$ cat config.mk
export PLATFORM = sky130hd
export DESIGN_NAME = mem_mode_cfg
export DESIGN_NICKNAME = d
export VERILOG_FILES = /design/src/hw/core_cfg_pkg.sv /design/src/hw/mem_mode_cfg.sv /design/src/hw/pin_sync.sv /design/src/hw/space_decode.sv
export SDC_FILE = /design/constraint.sdc
export NUM_CORES = 1
export LEC_CHECK = 0
export ABC_AREA = 1
export BUFFER_PORTS_ARGS = -buffer_cell sky130_fd_sc_hd__buf_2
export CORE_MARGIN = 3
export CORE_UTILIZATION = 60
export CTS_BUF_LIST = sky130_fd_sc_hd__clkbuf_8
export CTS_CLUSTER_SIZE = 20
export DETAILED_ROUTE_END_ITERATION = 16
export GPL_TIMING_DRIVEN = 0
export PLACE_DENSITY = 0.83
export RECOVER_POWER = 50
export SLEW_MARGIN = 30
export SYNTH_ARGS = -nofsm -noshare
export SYNTH_HDL_FRONTEND = slang
export SYNTH_HIERARCHICAL = 1
export SYNTH_SLANG_ARGS = --single-unit
$ cat constraint.sdc
create_clock -name clk -period 2.77 [get_ports clk]
set_input_delay 0.4155 -clock clk [delete_from_list [all_inputs] [get_ports clk]]
set_output_delay 0.4155 -clock clk [all_outputs]
set_load 0.01 [all_outputs]
$ cat src/hw/core_cfg_pkg.sv
// Constants for the memory map and start-up mode decode block.
// Assumes a 24-bit core address and a 32-bit APB register port.
package core_cfg_pkg;
    // ----------------------------------------
    // Register offsets and fields
    // ----------------------------------------
    localparam logic [7:0] OFF_STATUS  = 8'h00;
    localparam logic [7:0] OFF_OPMODE  = 8'h04;
    localparam logic [7:0] OFF_MAPINFO = 8'h08;
    localparam logic [7:0] OFF_BOOT    = 8'h0c;
    localparam int STAT_COMPAT_BIT = 13;
    localparam int STAT_CACHE_BIT  = 19;
    localparam int OPM_SWITCH_BIT  = 7;
    localparam logic       COMPAT_RST = 1'h0;
    localparam logic       CACHE_RST  = 1'h0;
    localparam logic       SWITCH_RST = 1'h0;
    localparam logic [3:0] MODE_RST   = 4'h0;
    // ----------------------------------------
    // Address map
    // ----------------------------------------
    localparam int ADDR_W = 24;
    localparam logic [23:0] MASK_16        = 24'h00ffff;
    localparam logic [23:0] PROG_END_DEF   = 24'h000fff;
    localparam logic [23:0] PROG_END_CACHE = 24'h000bff;
    localparam logic [23:0] PROG_END_SW    = 24'h0007ff;
    localparam logic [23:0] PROG_END_SWC   = 24'h0003ff;
    localparam logic [23:0] CACHE_BASE_DEF = 24'h000c00;
    localparam logic [23:0] CACHE_END_DEF  = 24'h000fff;
    localparam logic [23:0] CACHE_BASE_SW  = 24'h000400;
    localparam logic [23:0] CACHE_END_SW   = 24'h0007ff;
    localparam logic [23:0] DATA_END_DEF   = 24'h0007ff;
    localparam logic [23:0] DATA_END_SW    = 24'h000bff;
    localparam logic [23:0] IO_BASE_24     = 24'hffff80;
    localparam logic [23:0] IO_BASE_16     = 24'h00ff80;
    // ----------------------------------------
    // Start-up vectors and variants
    // ----------------------------------------
    localparam logic [23:0] VEC_EXPANDED0 = 24'hc00000;
    localparam logic [23:0] VEC_EXPANDED8 = 24'h008000;
    localparam logic [23:0] VEC_BOOT      = 24'hff0000;
    localparam logic [1:0] BOOT_NONE    = 2'h0;
    localparam logic [1:0] BOOT_BYTEMEM = 2'h1;
    localparam logic [1:0] BOOT_SERIAL  = 2'h2;
    localparam logic [1:0] BOOT_HOST    = 2'h3;
    localparam logic [1:0] SPACE_P = 2'h0;
    localparam logic [1:0] SPACE_X = 2'h1;
    localparam logic [1:0] SPACE_Y = 2'h2;
endpackage

$ cat src/hw/mem_mode_cfg.sv
// Memory map decode and start-up mode selection of the core.
// Assumes an APB master on clk and same-clock core request signals.
//
// Local design decisions: the address map and the APB register port.
`timescale 1ns/1ps
`default_nettype none
module mem_mode_cfg (
    // Clock and reset
    input  wire logic        clk,
    input  wire logic        nrst,
    // APB slave
    input  wire logic        psel,
    input  wire logic        penable,
    input  wire logic        pwrite,
    input  wire logic [7:0]  paddr,
    input  wire logic [31:0] pwdata,
    input  wire logic [3:0]  pstrb,
    output logic      [31:0] prdata,
    output logic             pready,
    output logic             pslverr,
    // Mode pins
    input  wire logic        mode_pin_a,
    input  wire logic        mode_pin_b,
    input  wire logic        mode_pin_c,
    input  wire logic        mode_pin_d,
    // Core address lookup
    input  wire logic        acc_valid,
    input  wire logic [1:0]  acc_space,
    input  wire logic [23:0] acc_addr,
    output logic             dec_valid,
    output logic             dec_ram,
    output logic             dec_cache,
    output logic             dec_io,
    output logic             dec_ext,
    // Start-up control
    input  wire logic        boot_jump,
    output logic             boot_go,
    output logic             boot_deny,
    output logic      [1:0]  boot_variant,
    output logic      [23:0] reset_vector,
    output logic             mode_ready,
    // Configuration state
    output logic             sixteen_bit_compat,
    output logic             cache_enable,
    output logic             memory_switch
);
    // ----------------------------------------
    // Reset release and pin capture
    // ----------------------------------------
    logic [1:0] rst_q_r;
    logic       rst_n_s;
    logic [3:0] pins_s;
    logic       mode_ready_r;
    logic [3:0] mode_r;

    always_ff @(posedge clk or negedge nrst) begin
        if (!nrst) begin
            rst_q_r <= 2'h0;
        end else begin
            rst_q_r <= {rst_q_r[0], 1'h1};
        end
    end
    assign rst_n_s = rst_q_r[1];

    pin_sync #(.W(4)) u_pins (
        .clk          (clk),
        .pin_in       ({mode_pin_d, mode_pin_c, mode_pin_b, mode_pin_a}),
        .pin_sync_out (pins_s)
    );

    // ----------------------------------------
    // APB slave
    // ----------------------------------------
    logic        setup;
    logic        wr_en;
    logic        mapped;
    logic [31:0] rd_nxt;
    logic        compat_r;
    logic        cache_en_r;
    logic        switch_r;
    logic [3:0]  prog_k;
    logic [3:0]  data_k;
    logic [23:0] vec_nxt;
    logic [1:0]  var_nxt;
    logic        reserved;

    assign setup = psel && !penable;
    assign wr_en = psel && penable && pready && pwrite;
    assign mapped = paddr == core_cfg_pkg::OFF_STATUS
                 || paddr == core_cfg_pkg::OFF_OPMODE
                 || paddr == core_cfg_pkg::OFF_MAPINFO
                 || paddr == core_cfg_pkg::OFF_BOOT;

    always_comb begin
        rd_nxt = 32'h0;
        unique case (paddr)
            core_cfg_pkg::OFF_STATUS: begin
                rd_nxt[core_cfg_pkg::STAT_COMPAT_BIT] = compat_r;
                rd_nxt[core_cfg_pkg::STAT_CACHE_BIT]  = cache_en_r;
            end
            core_cfg_pkg::OFF_OPMODE: begin
                rd_nxt[3:0] = mode_r;
                rd_nxt[core_cfg_pkg::OPM_SWITCH_BIT] = switch_r;
            end
            core_cfg_pkg::OFF_MAPINFO: begin
                rd_nxt[3:0]   = prog_k;
                rd_nxt[7:4]   = data_k;
                rd_nxt[11:8]  = data_k;
                rd_nxt[12]    = cache_en_r;
                rd_nxt[13]    = compat_r;
            end
            core_cfg_pkg::OFF_BOOT: begin
                rd_nxt[23:0]  = vec_nxt;
                rd_nxt[25:24] = var_nxt;
                rd_nxt[26]    = reserved;
                rd_nxt[27]    = mode_ready_r;
            end
            default: rd_nxt = 32'h0;
        endcase
    end

    // No wait state: data is captured in the setup cycle
    always_ff @(posedge clk or negedge rst_n_s) begin
        if (!rst_n_s) begin
            pready  <= 1'h0;
            pslverr <= 1'h0;
            prdata  <= 32'h0;
        end else begin
            pready  <= setup;
            pslverr <= setup && !mapped;
            prdata  <= setup && !pwrite ? rd_nxt : 32'h0;
        end
    end

    // ----------------------------------------
    // Configuration bits
    // ----------------------------------------
    always_ff @(posedge clk or negedge rst_n_s) begin
        if (!rst_n_s) begin
            compat_r   <= core_cfg_pkg::COMPAT_RST;
            cache_en_r <= core_cfg_pkg::CACHE_RST;
        end else if (wr_en && paddr == core_cfg_pkg::OFF_STATUS) begin
            if (pstrb[1]) begin
                compat_r <= pwdata[core_cfg_pkg::STAT_COMPAT_BIT];
            end
            if (pstrb[2]) begin
                cache_en_r <= pwdata[core_cfg_pkg::STAT_CACHE_BIT];
            end
        end
    end

    // Not blocked while the cache is on; software orders the change
    always_ff @(posedge clk or negedge rst_n_s) begin
        if (!rst_n_s) begin
            switch_r <= core_cfg_pkg::SWITCH_RST;
        end else if (wr_en && paddr == core_cfg_pkg::OFF_OPMODE
                     && pstrb[0]) begin
            switch_r <= pwdata[core_cfg_pkg::OPM_SWITCH_BIT];
        end
    end

    always_ff @(posedge clk or negedge rst_n_s) begin
        if (!rst_n_s) begin
            mode_r       <= core_cfg_pkg::MODE_RST;
            mode_ready_r <= 1'h0;
        end else if (!mode_ready_r) begin
            mode_r       <= pins_s;
            mode_ready_r <= 1'h1;
        end else if (wr_en && paddr == core_cfg_pkg::OFF_OPMODE
                     && pstrb[0]) begin
            mode_r <= pwdata[3:0];
        end
    end

    // ----------------------------------------
    // Layout selection
    // ----------------------------------------
    logic [23:0] prog_end;
    logic [23:0] cache_base;
    logic [23:0] cache_end;
    logic [23:0] data_end;
    logic [23:0] io_base;

    always_comb begin
        unique case ({switch_r, cache_en_r})
            2'h0: prog_end = core_cfg_pkg::PROG_END_DEF;
            2'h1: prog_end = core_cfg_pkg::PROG_END_CACHE;
            2'h2: prog_end = core_cfg_pkg::PROG_END_SW;
            default: prog_end = core_cfg_pkg::PROG_END_SWC;
        endcase
        prog_k     = switch_r ? (cache_en_r ? 4'h1 : 4'h2)
                              : (cache_en_r ? 4'h3 : 4'h4);
        data_k     = switch_r ? 4'h3 : 4'h2;
        cache_base = switch_r ? core_cfg_pkg::CACHE_BASE_SW
                              : core_cfg_pkg::CACHE_BASE_DEF;
        cache_end  = switch_r ? core_cfg_pkg::CACHE_END_SW
                              : core_cfg_pkg::CACHE_END_DEF;
        data_end   = switch_r ? core_cfg_pkg::DATA_END_SW
                              : core_cfg_pkg::DATA_END_DEF;
        io_base    = compat_r ? core_cfg_pkg::IO_BASE_16
                              : core_cfg_pkg::IO_BASE_24;
    end

    // ----------------------------------------
    // Per-space lookup
    // ----------------------------------------
    logic [3:0] hit_p;
    logic [3:0] hit_x;
    logic [3:0] hit_y;
    logic [3:0] hit_sel;

    space_decode #(.AW(24)) u_p (
        .addr(acc_addr), .narrow(compat_r), .ram_end(prog_end),
        .cache_en(cache_en_r), .cache_base(cache_base),
        .cache_end(cache_end), .io_en(1'h0), .io_base(io_base),
        .hit_ram(hit_p[0]), .hit_cache(hit_p[1]),
        .hit_io(hit_p[2]), .hit_ext(hit_p[3])
    );
    space_decode #(.AW(24)) u_x (
        .addr(acc_addr), .narrow(compat_r), .ram_end(data_end),
        .cache_en(1'h0), .cache_base(cache_base),
        .cache_end(cache_end), .io_en(1'h1), .io_base(io_base),
        .hit_ram(hit_x[0]), .hit_cache(hit_x[1]),
        .hit_io(hit_x[2]), .hit_ext(hit_x[3])
    );
    space_decode #(.AW(24)) u_y (
        .addr(acc_addr), .narrow(compat_r), .ram_end(data_end),
        .cache_en(1'h0), .cache_base(cache_base),
        .cache_end(cache_end), .io_en(1'h0), .io_base(io_base),
        .hit_ram(hit_y[0]), .hit_cache(hit_y[1]),
        .hit_io(hit_y[2]), .hit_ext(hit_y[3])
    );

    always_comb begin
        unique case (acc_space)
            core_cfg_pkg::SPACE_P: hit_sel = hit_p;
            core_cfg_pkg::SPACE_X: hit_sel = hit_x;
            core_cfg_pkg::SPACE_Y: hit_sel = hit_y;
            default: hit_sel = 4'h8;
        endcase
    end

    // Live config every cycle, so a change applies to the next lookup
    always_ff @(posedge clk or negedge rst_n_s) begin
        if (!rst_n_s) begin
            dec_valid <= 1'h0;
            {dec_ext, dec_io, dec_cache, dec_ram} <= 4'h0;
        end else begin
            dec_valid <= acc_valid;
            {dec_ext, dec_io, dec_cache, dec_ram} <=
                acc_valid ? hit_sel : 4'h0;
        end
    end

    // ----------------------------------------
    // Start-up vector and bootstrap launch
    // ----------------------------------------
    logic boot_ok;

    always_comb begin
        reserved = mode_r[2:0] == 3'h3;
        unique case (mode_r[2:0])
            3'h0: var_nxt = core_cfg_pkg::BOOT_NONE;
            3'h1: var_nxt = core_cfg_pkg::BOOT_BYTEMEM;
            3'h2: var_nxt = core_cfg_pkg::BOOT_SERIAL;
            3'h3: var_nxt = core_cfg_pkg::BOOT_NONE;
            default: var_nxt = core_cfg_pkg::BOOT_HOST;
        endcase
        if (mode_r == 4'h0) begin
            vec_nxt = core_cfg_pkg::VEC_EXPANDED0;
        end else if (mode_r == 4'h8) begin
            vec_nxt = core_cfg_pkg::VEC_EXPANDED8;
        end else begin
            vec_nxt = core_cfg_pkg::VEC_BOOT;
        end
        boot_ok = mode_r[2:0] != 3'h0 && !reserved;
    end

    always_ff @(posedge clk or negedge rst_n_s) begin
        if (!rst_n_s) begin
            reset_vector <= core_cfg_pkg::VEC_EXPANDED0;
            boot_variant <= core_cfg_pkg::BOOT_NONE;
            boot_go      <= 1'h0;
            boot_deny    <= 1'h0;
        end else begin
            reset_vector <= vec_nxt;
            boot_variant <= var_nxt;
            boot_go      <= boot_jump && boot_ok;
            boot_deny    <= boot_jump && !boot_ok;
        end
    end

    assign mode_ready         = mode_ready_r;
    assign sixteen_bit_compat = compat_r;
    assign cache_enable       = cache_en_r;
    assign memory_switch      = switch_r;
endmodule // mem_mode_cfg
`default_nettype wire

$ cat src/hw/pin_sync.sv
// Two-stage synchroniser for a group of slow pins.
// Assumes the pins are quasi-static; bits are not aligned to each other.
`timescale 1ns/1ps
`default_nettype none
module pin_sync #(
    parameter int W = 4
) (
    // Clock
    input  wire logic         clk,
    // Pins and synchronised copy
    input  wire logic [W-1:0] pin_in,
    output logic      [W-1:0] pin_sync_out
);
    logic [W-1:0] meta_r;

    if (W < 1) begin : g_bad_w
        $error("pin_sync: W must be at least 1");
    end

    // No reset: runs through reset so the pins are valid at release
    always_ff @(posedge clk) begin
        meta_r       <= pin_in;
        pin_sync_out <= meta_r;
    end
endmodule // pin_sync
`default_nettype wire

$ cat src/hw/space_decode.sv
// Range check of one memory space against the active on-chip layout.
// Assumes the limits are stable in the cycle of the lookup.
`timescale 1ns/1ps
`default_nettype none
module space_decode #(
    parameter int AW = 24
) (
    // Lookup
    input  wire logic [AW-1:0] addr,
    input  wire logic          narrow,
    // Layout
    input  wire logic [AW-1:0] ram_end,
    input  wire logic          cache_en,
    input  wire logic [AW-1:0] cache_base,
    input  wire logic [AW-1:0] cache_end,
    input  wire logic          io_en,
    input  wire logic [AW-1:0] io_base,
    // Result
    output logic               hit_ram,
    output logic               hit_cache,
    output logic               hit_io,
    output logic               hit_ext
);
    logic [AW-1:0] eff;

    if (AW != core_cfg_pkg::ADDR_W) begin : g_bad_aw
        $error("space_decode: AW must match the core address width");
    end

    always_comb begin
        // Upper bits are dropped in the 16-bit space
        eff       = narrow ? (addr & core_cfg_pkg::MASK_16) : addr;
        hit_ram   = eff <= ram_end;
        hit_cache = cache_en && eff >= cache_base && eff <= cache_end;
        hit_io    = io_en && eff >= io_base;
        hit_ext   = !(hit_ram || hit_cache || hit_io);
    end
endmodule // space_decode
`default_nettype wire

Yosys cells after proc, flatten, opt, wreduce, memory -nomap -nowiden
Index checks and enable logic that the tools add are counted.
W data, S select, Z words.
- ROM bits: 0
- memories kept: 0
- register bits: 81
- RAM bits: 0
- latch bits: 0
- output and inout bits: 71
- word-level logic and storage cells: 100
- bits of input ports: 81
- bitwise gates (word level): 0
- divide/modulo/power cells: 0
- multipliers: 0
- reductions and logical operators: 37
- muxes and demuxes: 26
- $lt $le $gt $ge: 5
- equality and inequality tests: 12
- shifts and indexed selects: 0
- add/sub/neg operators: 0
- operators with widths (kind ; number):
    $mux W24 ; 4
    $le A24 B12 Y1 ; 3
    $mux W12 ; 3
    $pmux W12 S3 ; 1
    $mux W28 ; 1
    $ge A24 B12 Y1 ; 1
    $ge A24 B24 Y1 ; 1
    $pmux W4 S3 ; 2
    $eq A8 B4 Y1 const B ; 2
    $logic_and A1 B1 Y1 ; 14
    $mux W4 ; 3
    $pmux W5 S2 ; 1
    $eq A8 B3 Y1 const B ; 1
    $logic_not A1 Y1 ; 8
    $logic_not A8 Y1 ; 1
    $mux W8 ; 1
    $eq A3 B2 Y1 const B ; 2
    $mux W3 ; 2
    $pmux W2 S3 ; 1
    $pmux W3 S2 ; 1
    $logic_or A1 B1 Y1 ; 5
    $mux W5 ; 1
    $eq A2 B1 Y1 const B ; 2
    $eq A2 B2 Y1 const B ; 2
    other kinds (13) ; 17

Depth between registers and ports, before layout
- depth in word-level cells: 8
- gate-level depth with buffers: 22
- mapped depth without buffers: 22

Hierarchy
Netlist, hierarchy kept.
- modules (own cells, without submodules) (module ; area an instance (sq um) ; cells an instance ; sequential area each (sq um) ; times used):
    space_decode ; 2740.1 ; 469 ; 0.0 ; 3
    mem_mode_cfg ; 2009.4 ; 226 ; 1027.2 ; 1
    pin_sync ; 160.2 ; 8 ; 160.2 ; 1

Worst setup path after synthesis
OpenSTA, ideal clock, no wires.
- path type: reg2reg
- start point: register compat_r (netlist: sixteen_bit_compat)
- end point: register dec_ext
- setup slack: 0.336 ns
- required time: 2.657 ns
- buffers on the path: 0
- clock period less this slack: 2.434 ns
- stages on the path, launching flop included: 17
- arrival: 2.321 ns
- setup time: 0.113 ns
- cells stage by stage: dfrtp_1 > inv_1 > inv_1 > ha_1 > nand2_1 > nor2_1 > nand3_1 > nor2_1 > nand2_1 > nor2_1 > nor2_1 > a21boi_2 > nor2_2 > nand3_1 > nand3_1 > nand2_1 > inv_1
- elaborated cells between the ends (all ways): 16
- those cells by class: 5 x order compare; 4 x mux; 7 x reduce/logical
- RTL lines (what ; RTL line ; text):
    start, declared ; mem_mode_cfg.sv:78 ; logic compat_r;
    start signal, assigned ; mem_mode_cfg.sv:140 ; compat_r <= core_cfg_pkg::COMPAT_RST;
    start signal, assigned ; mem_mode_cfg.sv:144 ; compat_r <= pwdata[core_cfg_pkg::STAT_COMPAT_BIT];
    $mux W24 ; mem_mode_cfg.sv:200 ; io_base = compat_r ? core_cfg_pkg::IO_BASE_16
    via io_base[16] ; mem_mode_cfg.sv:182 ; logic [23:0] io_base;
    $ge A24 B24 Y1 ; n/a ;
    via hit_x[2] ; mem_mode_cfg.sv:208 ; logic [3:0] hit_x;
    $logic_or A1 B1 Y1 ; space_decode.sv:36 ; hit_ext = !(hit_ram || hit_cache || hit_io);
    $logic_not A1 Y1 ; space_decode.sv:36 ;
    via hit_x[3] ; mem_mode_cfg.sv:208 ;
    $pmux W4 S3 ; mem_mode_cfg.sv:235 ; unique case (acc_space)
    $mux W4 ; mem_mode_cfg.sv:251 ; acc_valid ? hit_sel : 4'h0;
    end signal, assigned ; mem_mode_cfg.sv:250 ; {dec_ext, dec_io, dec_cache, dec_ram} <=
    end, declared ; mem_mode_cfg.sv:34 ; output logic dec_ext,
The timed path passes the listed nets, and every way through them passes these cells.
A chain may end at the register's enable or synchronous reset.

Worst setup path in the final report
- start point: register compat_r (netlist: sixteen_bit_compat)
- end point: register dec_ext
- elaborated cells between the ends (all ways): 16
- those cells by class: 5 x order compare; 4 x mux; 7 x reduce/logical
- RTL lines (what ; RTL line):
    $mux W24 (on tied branches) ; space_decode.sv:32, mem_mode_cfg.sv:200
    $ge A24 B24 Y1 * ; n/a
    via hit_x[2] ; mem_mode_cfg.sv:208
    $logic_or A1 B1 Y1 * ; space_decode.sv:36
    $logic_not A1 Y1 * ; space_decode.sv:36
    via hit_x[3] ; mem_mode_cfg.sv:208
    $pmux W4 S3 * ; mem_mode_cfg.sv:235
    $mux W4 * ; mem_mode_cfg.sv:251
Mark *: on every way through the listed nets, which the timed path passes. The rest lies on a longest branch.

==> out/metrics.cfg <==
[clock_tree]
cts_tree = done
clockBufferDepth = 2
clk_latency_ns = 0.31
cts_made_buffers = 5
root_buffer = clkbuf_8
cts_max_level = 2
cts_sinks = 49
path_clk_slew_ns = 0.10

[pwr]
p_leak_nw = 8.33
combPwrFrac_pct = 52.1
seqPwrFrac_pct = 30.3
clkPwrFrac_pct = 17.6
power_w = 0.00253
powerDensity_nw_per_um2 = 203
intPower_w = 0.00144
power_switching_w = 0.00109
ir_drop_mv = 0.215
sw_frac_of_total_pct = 43.0

[routing]
route.met2.wl_um = 12300
drt_iter0_markers = 473
wl_met3_um = 1410
wl_met1_um = 10300
top_layer = met5
wirelength_um = 24700
antenna_left = 0
first_pass_iters = 7
drc = 0
post_drt_wl_per_cell_um = 10.9
num_vias = 10411
viasPerCell = 4.58

[setup_path]
r2r-start = sixteen_bit_compat
slowest_stage = dfrtp_2
path_class = reg -> reg
critPathCaptureType = register
cp_cell_sequence = buf_6 -> nor2_2 -> ha_1 -> nand2_1 -> nor2_1 -> nand3_1 -> nor2_2 -> nand2_1 -> nor2_1 -> nor2_1 -> a21boi_2 -> nor2_2 -> nand3_1 -> nand3_1 -> nand2_1 -> inv_1
cp_max_fo = 9
cp.arrival_ns = 2.81
crit_path_start = sixteen_bit_compat
required_ns = 2.97
critPathLaunchType = register
slowest_delay_ns = 0.51

[finish]
finalInstanceArea_um2 = 12500
multi_input_area_um2 = 8360
seqCellArea_um2 = 1190
synthToLayoutAreaGrowth_pct = 19.9
diodes = 0
instances_no_fill = 2273
drive_above_1_share_pct = 10.0
nFillCells = 1473
fin_nets = 2413

[sta]
max_freq_mhz = 384
tightestPinTransition_ns = 1.50
finalSetupViolations = 0
worst_hold_slack_ns = 0.188
skew_ns = 0.0131
min_period_over_period_pct = 93.9
fin_crit_ns = 2.60
hold_viol_final = 0
drv_slew = 0
slew_headroom_pct = 0.268

[synthesis]
netlist_area_um2 = 10400
synth_seq_cells = 49
synthArstFlopShare_pct = 83.7
synth_flop_cell = dfrtp_1
syn_avg_cell_area_um2 = 6.33
synth_edf_count = 0
ys_types = 34
yosysWarnings = 6
syn_inst = 1641
seq_area_frac_synth_pct = 11.4

[placement]
hpwl_um = 20900
dpl_cell_area_um2 = 12300
io_buffers = 102
dp_cells = 2256
place_congestion = 0.914

[global_routing]
grtUsageTotal_pct = 26.0
grt_first_pass_wirelength_um = 40200
grt_max_degree = 30
grt_overflow = 0
antenna_found_initial = 1
grt_pass1_vias = 9545

[run_status]
failed_checks = max-capacitance violations
status = finished with violations

[floorplan]
initial_core_util_pct = 62.0
core_area_um2 = 16800
die_w_um = 138
io_pins = 152
die_h_um = 138
rows = 47
die_area_um2 = 18900

[hold_path]
min_path_type = reg -> async

[run]
drv_cap = 1

-- worst max-delay path, delay by kind of cell (launching register included) --
family | cells | cell delay (ns)
DFF | 1 | 0.51
buffers and inverters | 2 | 0.22
AOI/OAI and AO/OA | 1 | 0.21
adders and majority gates | 1 | 0.21
and+or+nand+nor | 12 | 1.33
-- routing by layer --
metal / up-vias / global-route usage (%)
met5: - / 0
met4: 2 / 7.93
met3: 61 / 3.91
met2: 240 / 49.4
met1: 4509 / 29.5
li1: 5599 / -
-- what timing repair did --
item,in CTS,in global routing
setup buffers,2,5
hold buffers,1,0
gates cloned,1,0
endpoints found under the hold margin,2,0
gates resized for setup,3,12
setup endpoints to repair,3,4
-- cells in the final DEF (no fill, tap or decap), drive strengths merged --
master / instances
nor4: 1
nor2: 153
buf: 146
clkinvlp: 4
dfrtp: 40
a31oi: 9
ha: 280
inv: 431
dfxtp: 8
o21ai: 17
conb: 294
or2: 1
clkinv: 3
o21a: 18
nand3: 65
nor3: 20
a21o: 3
dlygate4sd3: 1
nand2: 415
a21oi: 98
clkbuf: 9
a21boi: 3
dfstp: 1
o21bai: 3
a211oi: 3
nand4: 27
-- final cells by class --
type	count	share of cell area, %
timing repair inverter	1	0.0402
tap	220	2.21
buffer	40	2.55
clock buffer	5	0.552
multi-input combinational	1410	67.1
clock inverter	3	0.201
sequential	49	9.56
timing repair buffer	111	4.61
inverter	434	13.2
-- final timing paths --
path	slack (ns)	endpoint	cells past startpoint
max	0.17	dec_ext	16
min	0.19	mode_r[2]	0
max reg2reg	0.17	dec_ext	16
min reg2reg	0.19	mode_r[2]	0
max in group asynchronous	0.85	prdata[9]	1
min in group clk	0.21	u_pins/meta_r[3]	1
-- registers in the layout (all words and copies together), names as in the netlist, 2 cells and up --
name and count:
mode_r 4, u_pins/pin_sync_out 4, prdata 17, rst_q_r 2, u_pins/meta_r 4, reset_vector 3, boot_variant 2
-- cells in the mapped netlist, types with 2 or more instances --
cell	instances	share of area, %
o21ai_0	14	0.67
nand4_1	27	1.6
a21o_1	3	0.22
ha_1	280	34
o21bai_1	3	0.22
dfrtp_1	40	9.6
nor2_2	13	0.78
nand2_1	406	15
inv_2	2	0.072
buf_4	36	2.6
clkinv_2	3	0.14
o21a_1	18	1.3
buf_6	3	0.33
nand3_2	4	0.39
a211oi_1	3	0.22
o21ai_1	3	0.14
a21boi_2	3	0.33
nor2_1	139	5.0
inv_1	429	15
a21oi_1	98	4.7
nand2_2	4	0.24
dfxtp_1	8	1.5
nand3_1	61	2.9
nor3_1	16	0.77
a31oi_1	9	0.54
nor3_2	3	0.29
conb_1	2	0.072
nand2_4	5	0.54
-- power groups by stage --
stage	combinational (W)	sequential (W)	clock, W
2_1_floorplan	0.000922	0.000791	0
3_3_place_gp	0.00120	0.000786	0
3_5_place_dp	0.00127	0.000781	0
4_1_cts	0.00127	0.000766	0.000444
5_1_grt	0.00156	0.000770	0.000479
6_report	0.00132	0.000765	0.000445
-- cells by family after synthesis --
family	count (synthesis)	share of synthesized area, %
compound gates	154	8.36
simple gates	682	27.6
buf+inv	474	18.8
flops	49	11.4
fa+ha+maj	280	33.7
other cells	2	0.0723
-- per-stage QoR --
| step | setup WS, ns | TNS, ns | utilization (%) |
|---|---|---|---|
| 3_5_place_dp | -0.308 | -0.591 | 73.3 |
| 5_1_grt | -0.0200 | -0.0200 | 74.3 |
| 2_1_floorplan | 0.336 | 0 | - |
| 3_3_place_gp | -0.174 | -0.272 | 73.2 |
| 4_1_cts | 0.00376 | 0 | 74.1 |
| 6_report | 0.169 | 0 | 74.3 |
Note: power is estimated with default switching activity, not from simulation.
